$ cat src/inc/ipc_pkg.sv
// Purpose: shared constants and types of the infrared pulse codec
// Assumes: 32-bit AXI4-Lite register bus, one aligned word per register
// Notes:   register data sits in the low byte, upper bits read as zero
package ipc_pkg;
    // ****************************************************************
    // register map
    // ****************************************************************
    localparam logic [4:0] ADDR_TX_LEN  = 5'h00;
    localparam logic [4:0] ADDR_RX_FILT = 5'h04;
    localparam logic [4:0] ADDR_CTRL    = 5'h08;
    localparam logic [4:0] ADDR_STATUS  = 5'h0C;
    localparam logic [4:0] ADDR_DATA    = 5'h10;
    // ****************************************************************
    // reset values and codes
    // ****************************************************************
    localparam logic [7:0] TX_LEN_RST     = 8'h00;
    localparam logic [7:0] RX_FILT_RST    = 8'h00;
    localparam logic [3:0] EVENT_SEL_RST  = 4'h0;
    localparam logic [7:0] TX_LEN_316     = 8'h00;
    localparam logic [7:0] TX_LEN_PASS    = 8'hFF;
    localparam logic [1:0] COMM_MODE_IR   = 2'b10;
    localparam logic [1:0] RESP_OKAY      = 2'b00;
    localparam logic [1:0] RESP_SLVERR    = 2'b10;
    localparam logic [15:0] CNT_MAX       = 16'hFFFF;
    // ****************************************************************
    // field positions
    // ****************************************************************
    localparam int EVENT_EN_BIT = 3;
    localparam int ST_ACTIVE    = 0;
    localparam int ST_MOD       = 1;
    localparam int ST_AVAIL     = 2;
    localparam int ST_OVERRUN   = 3;
    localparam int ST_TXPIN     = 4;
    localparam int ST_RXD       = 5;
    // ****************************************************************
    // capture buffer shape
    // ****************************************************************
    localparam int FIFO_WIDTH = 8;
    localparam int FIFO_DEPTH = 16;

    typedef enum logic [1:0] {
        MODE_OFF   = 2'b00,
        MODE_316   = 2'b01,
        MODE_FIXED = 2'b10,
        MODE_PASS  = 2'b11
    } ipc_mode_type;
endpackage

$ cat src/ipc_codec.sv
// Purpose: infrared pulse modulator and demodulator for one serial transceiver
// Assumes: uart_*, baud_clk and event_channel_n come from logic on aclk
// Notes:   rx_pin is synchronised; decoded bits are also captured into a buffer
//
// The AXI4-Lite slave port was left to the implementer.
`timescale 1ns/1ps
module ipc_codec
    import ipc_pkg::*;
(
    input  wire logic        aclk,
    input  wire logic        aresetn,
    input  wire logic [4:0]  awaddr,
    input  wire logic        awvalid,
    output logic             awready,
    input  wire logic [31:0] wdata,
    input  wire logic [3:0]  wstrb,
    input  wire logic        wvalid,
    output logic             wready,
    output logic      [1:0]  bresp,
    output logic             bvalid,
    input  wire logic        bready,
    input  wire logic [4:0]  araddr,
    input  wire logic        arvalid,
    output logic             arready,
    output logic      [31:0] rdata,
    output logic      [1:0]  rresp,
    output logic             rvalid,
    input  wire logic        rready,
    input  wire logic [1:0]  communication_mode_select,
    input  wire logic        baud_clk,
    input  wire logic        uart_txd,
    output logic             uart_rxd,
    output logic             tx_pin,
    input  wire logic        rx_pin,
    input  wire logic [3:0]  event_channel_n
);
    // ****************************************************************
    // state
    // ****************************************************************
    typedef struct packed {
        logic [7:0]  tx_pulse_length;
        logic [7:0]  rx_pulse_filter;
        logic [3:0]  event_channel_select;
        logic        aw_have;
        logic [4:0]  aw_addr;
        logic        w_have;
        logic [7:0]  w_data;
        logic        w_be;
        logic        bvalid;
        logic [1:0]  bresp;
        logic        rvalid;
        logic [31:0] rdata;
        logic [1:0]  rresp;
        logic        baud_prev;
        logic [15:0] per_cnt;
        logic [15:0] period;
        logic [15:0] pulse_cnt;
        logic        tx_pin;
        logic        rx_last;
        logic [7:0]  run;
        logic        filt;
        logic [15:0] hold;
        logic        rxd;
        logic [7:0]  shreg;
        logic [2:0]  bitcnt;
        logic        pend;
        logic        overrun;
    } ipc_state_type;

    ipc_state_type st_ff;
    ipc_state_type nxt_st;
    ipc_mode_type  mode;
    logic          active;
    logic          modulating;
    logic          rx_sync;
    logic          src;
    logic          baud_rise;
    logic [17:0]   period_x3;
    logic [15:0]   len316;
    logic [15:0]   period_min;
    logic          fifo_in_ready;
    logic          fifo_out_valid;
    logic [7:0]    fifo_out_data;
    logic          fifo_pop;
    logic [31:0]   status_word;

    ipc_sync #(.W(1)) u_rx_sync (
        .aclk    (aclk),
        .aresetn (aresetn),
        .d       (rx_pin),
        .q       (rx_sync)
    );

    ipc_fifo #(.WIDTH(FIFO_WIDTH), .DEPTH(FIFO_DEPTH)) u_capture (
        .aclk      (aclk),
        .aresetn   (aresetn),
        .in_valid  (st_ff.pend),
        .in_ready  (fifo_in_ready),
        .in_data   (st_ff.shreg),
        .out_valid (fifo_out_valid),
        .out_ready (fifo_pop),
        .out_data  (fifo_out_data)
    );

    // ****************************************************************
    // mode decode
    // ****************************************************************
    assign active = communication_mode_select == COMM_MODE_IR;
    always_comb begin
        if (!active) begin
            mode = MODE_OFF;
        end else if (st_ff.tx_pulse_length == TX_LEN_PASS) begin
            mode = MODE_PASS;
        end else if (st_ff.tx_pulse_length == TX_LEN_316) begin
            mode = MODE_316;
        end else begin
            mode = MODE_FIXED;
        end
    end
    assign modulating = (mode == MODE_316) || (mode == MODE_FIXED);
    // reserved selections 0001..0111 fall back to the pin
    assign src = (active && st_ff.event_channel_select[EVENT_EN_BIT])
               ? event_channel_n[st_ff.event_channel_select[1:0]] : rx_sync;
    assign baud_rise  = baud_clk && !st_ff.baud_prev;
    assign period_x3  = {2'b00, st_ff.period} + {1'b0, st_ff.period, 1'b0};
    assign len316     = (period_x3[17:4] == 14'h0000) ? 16'h0001
                      : {2'b00, period_x3[17:4]};
    assign period_min = (st_ff.period == 16'h0000) ? 16'h0001 : st_ff.period;

    // ****************************************************************
    // bus handshakes
    // ****************************************************************
    assign awready  = !st_ff.aw_have && !st_ff.bvalid;
    assign wready   = !st_ff.w_have && !st_ff.bvalid;
    assign arready  = !st_ff.rvalid;
    assign fifo_pop = arvalid && arready && (araddr == ADDR_DATA);
    assign status_word = (32'(active) << ST_ACTIVE) | (32'(modulating) << ST_MOD)
                       | (32'(fifo_out_valid) << ST_AVAIL)
                       | (32'(st_ff.overrun) << ST_OVERRUN)
                       | (32'(st_ff.tx_pin) << ST_TXPIN) | (32'(st_ff.rxd) << ST_RXD);

    always_comb begin
        nxt_st = st_ff;
        // ************************************************************
        // register write
        // ************************************************************
        if (st_ff.bvalid && bready) begin
            nxt_st.bvalid = 1'b0;
        end
        if (awvalid && awready) begin
            nxt_st.aw_have = 1'b1;
            nxt_st.aw_addr = awaddr;
        end
        if (wvalid && wready) begin
            nxt_st.w_have = 1'b1;
            nxt_st.w_data = wdata[7:0];
            nxt_st.w_be   = wstrb[0];
        end
        if (nxt_st.aw_have && nxt_st.w_have) begin
            nxt_st.aw_have = 1'b0;
            nxt_st.w_have  = 1'b0;
            nxt_st.bvalid  = 1'b1;
            nxt_st.bresp   = RESP_OKAY;
            unique case (nxt_st.aw_addr)
                ADDR_TX_LEN: begin
                    if (nxt_st.w_be) nxt_st.tx_pulse_length = nxt_st.w_data;
                end
                ADDR_RX_FILT: begin
                    if (nxt_st.w_be) nxt_st.rx_pulse_filter = nxt_st.w_data;
                end
                ADDR_CTRL: begin
                    // bits 7:4 are not stored and read back as zero
                    if (nxt_st.w_be) nxt_st.event_channel_select = nxt_st.w_data[3:0];
                end
                ADDR_STATUS: begin
                    if (nxt_st.w_be && nxt_st.w_data[ST_OVERRUN]) nxt_st.overrun = 1'b0;
                end
                ADDR_DATA: begin
                end
                default: begin
                    nxt_st.bresp = RESP_SLVERR;
                end
            endcase
        end
        // ************************************************************
        // register read
        // ************************************************************
        if (st_ff.rvalid && rready) begin
            nxt_st.rvalid = 1'b0;
        end
        if (arvalid && arready) begin
            nxt_st.rvalid = 1'b1;
            nxt_st.rresp  = RESP_OKAY;
            unique case (araddr)
                ADDR_TX_LEN:  nxt_st.rdata = {24'h000000, st_ff.tx_pulse_length};
                ADDR_RX_FILT: nxt_st.rdata = {24'h000000, st_ff.rx_pulse_filter};
                ADDR_CTRL:    nxt_st.rdata = {28'h0000000, st_ff.event_channel_select};
                ADDR_STATUS:  nxt_st.rdata = status_word;
                ADDR_DATA: begin
                    nxt_st.rdata = fifo_out_valid ? {24'h000000, fifo_out_data} : 32'h00000000;
                end
                default: begin
                    nxt_st.rdata = 32'h00000000;
                    nxt_st.rresp = RESP_SLVERR;
                end
            endcase
        end
        // ************************************************************
        // baud period measurement
        // ************************************************************
        nxt_st.baud_prev = baud_clk;
        if (baud_rise) begin
            nxt_st.period  = (st_ff.per_cnt == CNT_MAX) ? CNT_MAX : st_ff.per_cnt + 16'h0001;
            nxt_st.per_cnt = 16'h0000;
        end else if (st_ff.per_cnt != CNT_MAX) begin
            nxt_st.per_cnt = st_ff.per_cnt + 16'h0001;
        end
        // ************************************************************
        // transmit shaping
        // ************************************************************
        if (st_ff.pulse_cnt != 16'h0000) begin
            nxt_st.pulse_cnt = st_ff.pulse_cnt - 16'h0001;
        end
        if (!modulating) begin
            nxt_st.pulse_cnt = 16'h0000;
        end else if (baud_rise && !uart_txd) begin
            // uses the period measured up to the previous edge, one bit old
            nxt_st.pulse_cnt = (mode == MODE_FIXED)
                             ? {8'h00, st_ff.tx_pulse_length} : len316;
        end
        unique case (mode)
            MODE_OFF, MODE_PASS: nxt_st.tx_pin = uart_txd;
            MODE_316, MODE_FIXED: nxt_st.tx_pin = nxt_st.pulse_cnt != 16'h0000;
        endcase
        // ************************************************************
        // receive filter and decode
        // ************************************************************
        nxt_st.rx_last = src;
        if (src == st_ff.rx_last) begin
            nxt_st.run = (st_ff.run == 8'hFF) ? 8'hFF : st_ff.run + 8'h01;
        end else begin
            nxt_st.run = 8'h00;
        end
        // run counts repeats, so run >= x means x+1 equal samples
        if ((st_ff.rx_pulse_filter == 8'h00) || (nxt_st.run >= st_ff.rx_pulse_filter)) begin
            nxt_st.filt = src;
        end
        if (st_ff.hold != 16'h0000) begin
            nxt_st.hold = st_ff.hold - 16'h0001;
        end
        if (!modulating) begin
            nxt_st.hold = 16'h0000;
        end else if (nxt_st.filt && !st_ff.filt) begin
            // stretch to a bit period so the transceiver samples it mid bit
            nxt_st.hold = period_min;
        end
        unique case (mode)
            MODE_OFF:  nxt_st.rxd = rx_sync;
            MODE_PASS: nxt_st.rxd = src;
            MODE_316, MODE_FIXED: nxt_st.rxd = nxt_st.hold == 16'h0000;
        endcase
        // ************************************************************
        // decoded bit capture, stalls while a finished byte waits on a full buffer
        // ************************************************************
        if (st_ff.pend && fifo_in_ready) begin
            nxt_st.pend = 1'b0;
        end
        if (active && baud_rise) begin
            if (st_ff.pend && !fifo_in_ready) begin
                nxt_st.overrun = 1'b1;
            end else begin
                nxt_st.shreg  = {st_ff.rxd, st_ff.shreg[7:1]};
                nxt_st.bitcnt = st_ff.bitcnt + 3'h1;
                if (st_ff.bitcnt == 3'h7) nxt_st.pend = 1'b1;
            end
        end
    end

    always_ff @(posedge aclk) begin
        if (!aresetn) begin
            st_ff                      <= '0;
            st_ff.tx_pulse_length      <= TX_LEN_RST;
            st_ff.rx_pulse_filter      <= RX_FILT_RST;
            st_ff.event_channel_select <= EVENT_SEL_RST;
            st_ff.tx_pin               <= 1'b0;
            st_ff.rxd                  <= 1'b1;
        end else begin
            st_ff <= nxt_st;
        end
    end

    assign bvalid   = st_ff.bvalid;
    assign bresp    = st_ff.bresp;
    assign rvalid   = st_ff.rvalid;
    assign rdata    = st_ff.rdata;
    assign rresp    = st_ff.rresp;
    assign tx_pin   = st_ff.tx_pin;
    assign uart_rxd = st_ff.rxd;

    // ****************************************************************
    // checks
    // ****************************************************************
    logic [15:0] hi_cnt_ff;
    logic        armed_ff;
    // checks wait one cycle after reset leaves, state still holds reset values then
    always_ff @(posedge aclk) begin
        armed_ff <= aresetn;
    end
    always_ff @(posedge aclk) begin
        if (!aresetn || !st_ff.tx_pin) begin
            hi_cnt_ff <= 16'h0000;
        end else begin
            hi_cnt_ff <= hi_cnt_ff + 16'h0001;
        end
    end
endmodule

$ cat src/ipc_sync.sv
// Purpose: two flip-flop synchroniser for pin inputs
// Assumes: input is asynchronous to aclk
// Notes:   first stage feeds only the second stage
`timescale 1ns/1ps
module ipc_sync #(
    parameter int W = 1
) (
    input  wire logic         aclk,
    input  wire logic         aresetn,
    input  wire logic [W-1:0] d,
    output logic      [W-1:0] q
);
    typedef struct packed {
        logic [W-1:0] meta;
        logic [W-1:0] sync;
    } ipc_sync_type;

    ipc_sync_type st_ff;
    ipc_sync_type nxt_st;

    always_comb begin
        nxt_st      = st_ff;
        nxt_st.meta = d;
        nxt_st.sync = st_ff.meta;
    end

    always_ff @(posedge aclk) begin
        if (!aresetn) begin
            st_ff <= '0;
        end else begin
            st_ff <= nxt_st;
        end
    end

    assign q = st_ff.sync;
endmodule

$ cat src/ipc_fifo.sv
// Purpose: capture buffer between bit capture and register reads
// Assumes: DEPTH is a power of two
// Notes:   read data always come from a register holding the head word
`timescale 1ns/1ps
module ipc_fifo #(
    parameter int WIDTH = 8,
    parameter int DEPTH = 16
) (
    input  wire logic             aclk,
    input  wire logic             aresetn,
    input  wire logic             in_valid,
    output logic                  in_ready,
    input  wire logic [WIDTH-1:0] in_data,
    output logic                  out_valid,
    input  wire logic             out_ready,
    output logic      [WIDTH-1:0] out_data
);
    localparam int AW = $clog2(DEPTH);

    typedef struct packed {
        logic [DEPTH-1:0][WIDTH-1:0] mem;
        logic [AW-1:0]               wr;
        logic [AW-1:0]               rd;
        logic [AW:0]                 cnt;
        logic [WIDTH-1:0]            dout;
    } ipc_fifo_type;

    ipc_fifo_type st_ff;
    ipc_fifo_type nxt_st;
    logic         push;
    logic         pop;

    assign in_ready  = st_ff.cnt != (AW+1)'(DEPTH);
    assign out_valid = st_ff.cnt != '0;
    assign push      = in_valid && in_ready;
    assign pop       = out_valid && out_ready;
    assign out_data  = st_ff.dout;

    always_comb begin
        nxt_st = st_ff;
        if (push) begin
            nxt_st.mem[st_ff.wr] = in_data;
            nxt_st.wr            = st_ff.wr + AW'(1);
        end
        if (pop) begin
            nxt_st.rd = st_ff.rd + AW'(1);
        end
        nxt_st.cnt  = st_ff.cnt + (AW+1)'(push) - (AW+1)'(pop);
        // head word re-registered every cycle, so a push into empty shows next cycle
        nxt_st.dout = nxt_st.mem[nxt_st.rd];
    end

    always_ff @(posedge aclk) begin
        if (!aresetn) begin
            st_ff <= '0;
        end else begin
            st_ff <= nxt_st;
        end
    end
endmodule

$ cat config.mk
export PLATFORM = sky130hd
export DESIGN_NAME = ipc_codec
export DESIGN_NICKNAME = d
export VERILOG_FILES = /design/src/inc/ipc_pkg.sv /design/src/ipc_codec.sv /design/src/ipc_sync.sv /design/src/ipc_fifo.sv
export SDC_FILE = /design/constraint.sdc
export NUM_CORES = 1
export LEC_CHECK = 0
export BUFFER_PORTS_ARGS = -buffer_cell sky130_fd_sc_hd__buf_2
export CAP_MARGIN = 10
export CORE_MARGIN = 5
export CORE_UTILIZATION = 30
export CTS_CLUSTER_DIAMETER = 50
export DETAILED_ROUTE_END_ITERATION = 6
export GPL_TIMING_DRIVEN = 0
export PLACE_DENSITY_LB_ADDON = 0.2
export SYNTH_ARGS = -nofsm -noshare
export SYNTH_HDL_FRONTEND = slang
export SYNTH_HIERARCHICAL = 1
export SYNTH_SLANG_ARGS = --single-unit
$ cat constraint.sdc
create_clock -name aclk -period 6.69 [get_ports aclk]
set_clock_uncertainty 0.1 [all_clocks]
set_input_delay 0.3345 -clock aclk [delete_from_list [all_inputs] [get_ports aclk]]
set_output_delay 0.3345 -clock aclk [all_outputs]
set_load 0.005 [all_outputs]
==> reports/metrics.csv, run 1 <==
stage;metric;value;unit
power_and_ir_drop;leakage;7.78;nW
place;placed_area;0.0172;mm²
worst_hold_path;hold-path-cell-count;3;
critical_path;max_stage_delay;0.65;ns
power_and_ir_drop;power_density;314;mW/mm²
logic_synthesis;synth_top_flop_cell;dfxtp_1;
logic_synthesis;yosysUniqueCellTypes;95;
sta;final-hold-violation-count;0;
global_route;grtUsageTotal;17.9;%
route;viasPerCell;5.24;
run;drv_cap;0;
sta;slew_headroom;25.9;%
power_and_ir_drop;p_int;3.82;mW
place;gp_congestion;0.942;
power_and_ir_drop;fin_total_pwr;5.83;mW
clock_network;cts_sinks;289;
worst_hold_path;hp-class;in2reg;
global_route;overflow;0;
critical_path;worst-path-max-fanout;10;
critical_path;r2r_start;rvalid$_SDFFE_PN0P_;
floorplan;die_area;0.0580;mm²
clock_network;cts_htree_levels;2;
floorplan;die_y;241;µm
critical_path;reg2reg_depth;14;
power_and_ir_drop;power_frac_seq;32.0;%
clock_network;cts-resized-gates;0;
critical_path;arrival;4.96;ns
sta;max_freq;213;MHz
clock_network;numCtsBuffers;38;
sta;final.period_utilization;70.2;%
route;ant_nets;0;
final_layout;area_growth;16.1;%
critical_path;path_class;reg2reg;
logic_synthesis;ys_async_sr_fraction;0;%
place;hpwlAfterDp;40300;µm
critical_path;reg2reg_to;u_capture/out_data[4]$_SDFF_PN0_;
power_and_ir_drop;ir_worst_vdd;265;µV
final_layout;fin_nets;2173;
sta;slew_viol_final;0;
clock_network;insertion_delay;0.56;ns
floorplan;die_w;241;µm
route;vias;14555;
sta;whs;0.0539;ns
logic_synthesis;synth-edff-count;0;
logic_synthesis;yosys-top-cells-area;dfxtp_1 (36%), mux2i_1 (8.2%), nor2_1 (5.6%), ha_1 (3.8%), nand2_1 (3.7%);
critical_path;rrSetupSlack;1.99;ns
logic_synthesis;yosysWarnings;6;
final_layout;nFillCells;5562;
final_layout;drive_gt1_share;11.4;%
place;io_buffers;50;
worst_hold_path;hold_start;awaddr[3];
power_and_ir_drop;combPwrFrac;33.0;%
route;drt_iter0_drc;1211;
global_route;grt_pass1_vias;13790;
critical_path;crit_family;simple AND/OR/NAND/NOR gates;
critical_path;crit_slowest_cell;a2111oi_1;
clock_network;clk_path_buf_depth;3;
critical_path;start_kind;flop;
logic_synthesis;syn_inst;1936;
global_route;grt_max_degree;13;
critical_path;crit_chain;inv_1, nand2_1, nor3_1, and3_1, buf_2, inv_2, nor3_2, clkbuf_1, nor2_1, buf_2, nand2_1, nand3_1, a2111oi_1, nand3_1;
power_and_ir_drop;swShare;34.6;%
logic_synthesis;yosys.area.top_type;dfxtp_1;
sta;rsz0062_at_grt;false;
final_layout;n_antenna_cell;0;
critical_path;crit_required;6.95;ns
final_layout;layout_commonest_cell;dfxtp_1;
clock_network;cts_hold_buf;10;
logic_synthesis;synth-seq-cells;289;
logic_synthesis;synth-seq-area-share;36.2;%
clock_network;cts_setup_buffers;0;
route;finalWirelength;53500;µm
run_status;outcome;completed;
critical_path;end_kind;flop;
logic_synthesis;syn_area;0.0160;mm²
logic_synthesis;synth_area_per_cell;8.25;µm²
sta;setup_viol;0;
floorplan;rows;84;
global_route;antenna_found_initial;2;
sta;worst_pin_slew;1.10;ns
clock_network;clock-root-buffer;clkbuf_16;
clock_network;clk_pin_slew;0.06;ns
floorplan;core_area;0.0527;mm²
floorplan;io_pins;105;
logic_synthesis;synth_top_area_share;36.2;%
global_route;grt_first_pass_wirelength;82000;µm
route;firstDrtPassIters;5;
power_and_ir_drop;clkPwrFrac;35.0;%
final_layout;fin_util;35.2;%
sta;finalSetupTns;0;ns
floorplan;start_util;30.3;%
final_layout;final_area;0.0186;mm²
power_and_ir_drop;power.switching;2.02;mW
sta;min_period;4.70;ns
worst_hold_path;whs_endpoint;bresp[1]$_SDFFE_PN0P_;
critical_path;path_buf_inv;5;
final_layout;final_cell_mix;dfxtp_1 (289), nor2_1 (238), nand2_1 (157), mux2i_1 (131), a21oi_1 (112);
route;route.detailed.drc;0;
clock_network;cts_tree;done;
route;wl_per_cell;19.2;µm
==> state kept, by name, summed over array words and instances, names as in the netlist <==
register            flops
tx_pin                  1
rdata                   8
u_capture/out_data      8
st_ff                 124
bvalid                  1
rresp                   1
u_capture/st_ff       141
u_rx_sync/nxt_st        1
u_rx_sync/q             1
bresp                   1
uart_rxd                1
rvalid                  1
==> metrics by stage <==
stage | worst slack, ns | instances
2_1_floorplan | 2.76 | 1961
3_3_place_gp | 1.61 | 2699
3_5_place_dp | 1.65 | 2699
4_1_cts | 1.96 | 2778
5_1_grt | 1.67 | 2778
6_report | 1.99 | 2778
==> kinds of logic after synthesis <==
logic type      Yosys count  share of synthesized area [%]
simple gates            758                           23.5
compound gates          405                           17.0
flops                   289                           36.2
buf+inv                 232                           6.83
mux                     148                           9.55
xor+xnor                 53                           2.91
fa+ha+maj                50                           3.96
other cells               1                         0.0235
==> synthesized netlist by cell type, drive strengths merged, types with 6 or more instances <==
master and number:
nand2b 17, or3 8, xor2 29, a2111oi 8, o22ai 16, nor3 36
a22oi 19, nor4 18, inv 57, mux2 15, a211o 18, a221oi 17
ha 49, nand4 40, or4 20, and3 38, dfxtp 289, o21a 13
mux2i 132, o31a 6, clkbuf 90, a311oi 10, a211oi 19, nor2b 9
o21ai 59, a21o 31, nand2 157, nand3 103, nand3b 8, or2 9
and2 34, and4 8, a21oi 112, nor2 240, xnor2 24, buf 83
a31oi 36, o211ai 6
==> power groups by stage <==
stage	combinational, mW	sequential, mW	clock, mW
global route	2.15	1.88	2.18
finish	1.92	1.87	2.04
floorplan	1.51	1.88	0
CTS	1.94	1.87	2.10
detailed placement	1.92	1.90	0
global placement	1.91	1.90	0
==> area by class of cell <==
class                      instances  area (µm²)  share of cell area [%]
clock inverter                    19         173                   0.931
multi-input combinational       1440        9190                    49.6
timing repair buffer              60         350                    1.89
inverter                          59         224                    1.21
clock buffer                      50        1100                    5.92
buffer                           173         867                    4.67
tap                              688         861                    4.64
sequential                       289        5790                    31.2
==> worst max path at each step <==
stage / start / endpoint / slack [ns] / cells after the start
after floorplan: communication_mode_select[1] / uart_rxd$_SDFF_PN1_ / 2.76 / 15
after global placement: communication_mode_select[1] / uart_rxd$_SDFF_PN1_ / 1.61 / 16
after detailed placement: communication_mode_select[1] / uart_rxd$_SDFF_PN1_ / 1.65 / 16
after CTS: st_ff[144]$_SDFFE_PN0P_ / uart_rxd$_SDFF_PN1_ / 1.96 / 14
after global routing: st_ff[144]$_SDFFE_PN0P_ / uart_rxd$_SDFF_PN1_ / 1.67 / 14
final: rvalid$_SDFFE_PN0P_ / u_capture/out_data[4]$_SDFF_PN0_ / 1.99 / 14
==> worst register-to-register path, cell delays in order, from the launching register on <==
cell       delay, ns
dfxtp_1         0.33
inv_1           0.08
nand2_1         0.26
nor3_1          0.37
and3_1          0.31
buf_2           0.28
inv_2           0.15
nor3_2          0.40
clkbuf_1        0.53
nor2_1          0.20
buf_2           0.29
nand2_1         0.11
nand3_1         0.13
a2111oi_1       0.65
nand3_1         0.31
==> per-layer routing <==
metal | vias to the layer above | part of all wire (%) | global-route usage (%)
met2 | 405 | 46 | 28.9
met5 | - | 0.028 | 0
met4 | 2 | 2.6 | 5.01
li1 | 7131 | - | -
met3 | 93 | 5.2 | 2.74
met1 | 6924 | 47 | 24.9
Note: power is estimated with default switching activity, not from simulation.
==> run 2, diff against run 1 <==
==> constraint.sdc (replaced) <==
create_clock -name aclk -period 4.75 [get_ports aclk]
set_clock_uncertainty 0.1 [all_clocks]
set_input_delay 0.2375 -clock aclk [delete_from_list [all_inputs] [get_ports aclk]]
set_output_delay 0.2375 -clock aclk [all_outputs]
set_load 0.005 [all_outputs]
==> run 2 against run 1 <==
  * Core utilization rose by 0.22 points
  * Register-to-register slack got worse by 1.7 ns
  * Maximum frequency rose by 5.2%
  * Critical endpoint is now u_capture/out_data[0]$_SDFF_PN0_
  * Clock power grew 41%
  * Highest routed layer unchanged
  * Final cell count grew 0.36%
  * Non-clock buffer count grew 10
  * Count of clock-buffer cells in the layout stayed put
  * Via count grew 0.59%
==> reports/metrics.csv, run 2 (synthesis results as in run 1) <==
stage;metric;value;unit
power_and_ir_drop;power_density;440;mW/mm²
final_layout;drive_gt1_share;11.6;%
global_route;grtUsageTotal;17.9;%
critical_path;path_class;reg2reg;
critical_path;crit_chain;inv_1, nand2_1, nor3_1, and3_1, buf_2, inv_2, or3_1, buf_2, clkbuf_1, and3_1, a221oi_1, a311oi_1, a2111oi_1, nand3_1;
route;vias;14641;
floorplan;rows;84;
final_layout;top_register;u_capture/st_ff;
floorplan;io_pins;105;
place;gp_congestion;0.942;
final_layout;largest_registers;u_capture/st_ff x141, st_ff x124;
clock_network;cts_sinks;289;
clock_network;insertion_delay;0.56;ns
sta;rsz0062_at_grt;false;
global_route;grt_pass1_vias;13853;
global_route;overflow;0;
route;route.detailed.drc;0;
sta;worst_pin_slew;1.06;ns
final_layout;n_antenna_cell;0;
clock_network;clock-root-buffer;clkbuf_16;
critical_path;worst-path-max-fanout;10;
worst_hold_path;hold_start;aresetn;
worst_hold_path;hp-class;in2reg;
route;viasPerCell;5.25;
critical_path;crit_slowest_cell;a2111oi_1;
sta;final.period_utilization;94.1;%
place;io_buffers;50;
critical_path;rrSetupSlack;0.28;ns
sta;final-hold-violation-count;0;
floorplan;core_area;0.0527;mm²
critical_path;r2r_start;rvalid$_SDFFE_PN0P_;
critical_path;crit_required;5.03;ns
critical_path;start_kind;flop;
place;hpwlAfterDp;40300;µm
final_layout;largest_reg_flops;141;
critical_path;end_kind;flop;
floorplan;die_y;241;µm
global_route;grt_first_pass_wirelength;82300;µm
critical_path;arrival;4.74;ns
floorplan;start_util;30.3;%
route;finalWirelength;53400;µm
run;drv_cap;0;
route;wl_per_cell;19.2;µm
sta;setup_viol;0;
critical_path;max_stage_delay;0.61;ns
sta;min_period;4.47;ns
sta;whs;0.0156;ns
final_layout;fin_nets;2183;
final_layout;final_cell_mix;dfxtp_1 (289), nor2_1 (238), nand2_1 (157), mux2i_1 (131), a21oi_1 (112);
floorplan;die_area;0.0580;mm²
final_layout;area_growth;16.8;%
sta;finalSetupTns;0;ns
clock_network;cts_tree;done;
route;firstDrtPassIters;5;
sta;slew_viol_final;0;
route;drt_iter0_drc;1059;
power_and_ir_drop;ir_worst_vdd;373;µV
final_layout;nFillCells;5552;
run_status;outcome;completed;
final_layout;layout.area.seq;0.00579;mm²
floorplan;die_w;241;µm
global_route;antenna_found_initial;2;
sta;slew_headroom;28.9;%
clock_network;numCtsBuffers;38;
final_layout;multi_input_comb_area;0.00921;mm²
clock_network;cts_htree_levels;2;
sta;max_freq;224;MHz
route;ant_nets;0;
clock_network;clk_pin_slew;0.06;ns
global_route;grt_max_degree;13;
power_and_ir_drop;leakage;7.84;nW
clock_network;clk_path_buf_depth;3;
critical_path;worstSetupStartpoint;rvalid$_SDFFE_PN0P_;
final_layout;layout_commonest_cell;dfxtp_1;
## run 2: metal layers
| metal | vias up | GRT usage, % | part of all wire (%) | wire length [µm] |
|---|---|---|---|---|
| met1 | 7020 | 24.9 | 46 | 24700 |
| met3 | 87 | 2.73 | 5.1 | 2750 |
| met2 | 388 | 29.1 | 46 | 24500 |
| li1 | 7144 | - | - | - |
| met4 | 2 | 5.01 | 2.6 | 1380 |
| met5 | - | 0 | 0.028 | 15 |
## run 2: final timing paths
check / end / cells past startpoint
worst min-delay path: u_capture/st_ff[16]$_SDFF_PN0_ / 2
worst max register to register: u_capture/out_data[0]$_SDFF_PN0_ / 14
worst max-delay path: u_capture/out_data[0]$_SDFF_PN0_ / 14
worst min register to register: st_ff[30]$_SDFF_PN0_ / 2
## run 2: report_power, final
group	internal [mW]	switching, mW
sequential	2.53	0.100
clock	1.70	1.17
combinational	1.15	1.57
## run 2: area by class of cell
class	instances	area share, %
inverter	59	1.20
multi-input combinational	1440	49.3
tap	688	4.61
timing repair buffer	70	2.40
clock inverter	19	0.925
buffer	173	4.65
sequential	289	31.0
clock buffer	50	5.88
## run 2: worst max-delay path: cells and delay by family, from the launching register on
kind	cells	cell delay, ns
flops	1	0.33
compound gates	3	1.01
simple gates	6	1.83
buf+inv	5	0.99
## run 2: through the flow
stage	power (mW)	util, %	area [µm²]	worst slack, ns	std cells
2_1_floorplan	4.77	-	16100	0.873	1961
3_5_place_dp	5.38	32.6	17200	-0.194	2699
4_1_cts	8.32	35.4	18600	0.0192	2787
3_3_place_gp	5.37	32.6	17200	-0.232	2699
5_1_grt	8.74	35.5	18700	0.0601	2788
6_report	8.22	35.5	18700	0.282	2788
## run 2: timing repair
item,in CTS,in global routing
gates resized for setup,0,5
endpoints found under the setup margin,0,5
hold buffers,19,0
buffers inserted,0,1
hold endpoints to repair,17,0
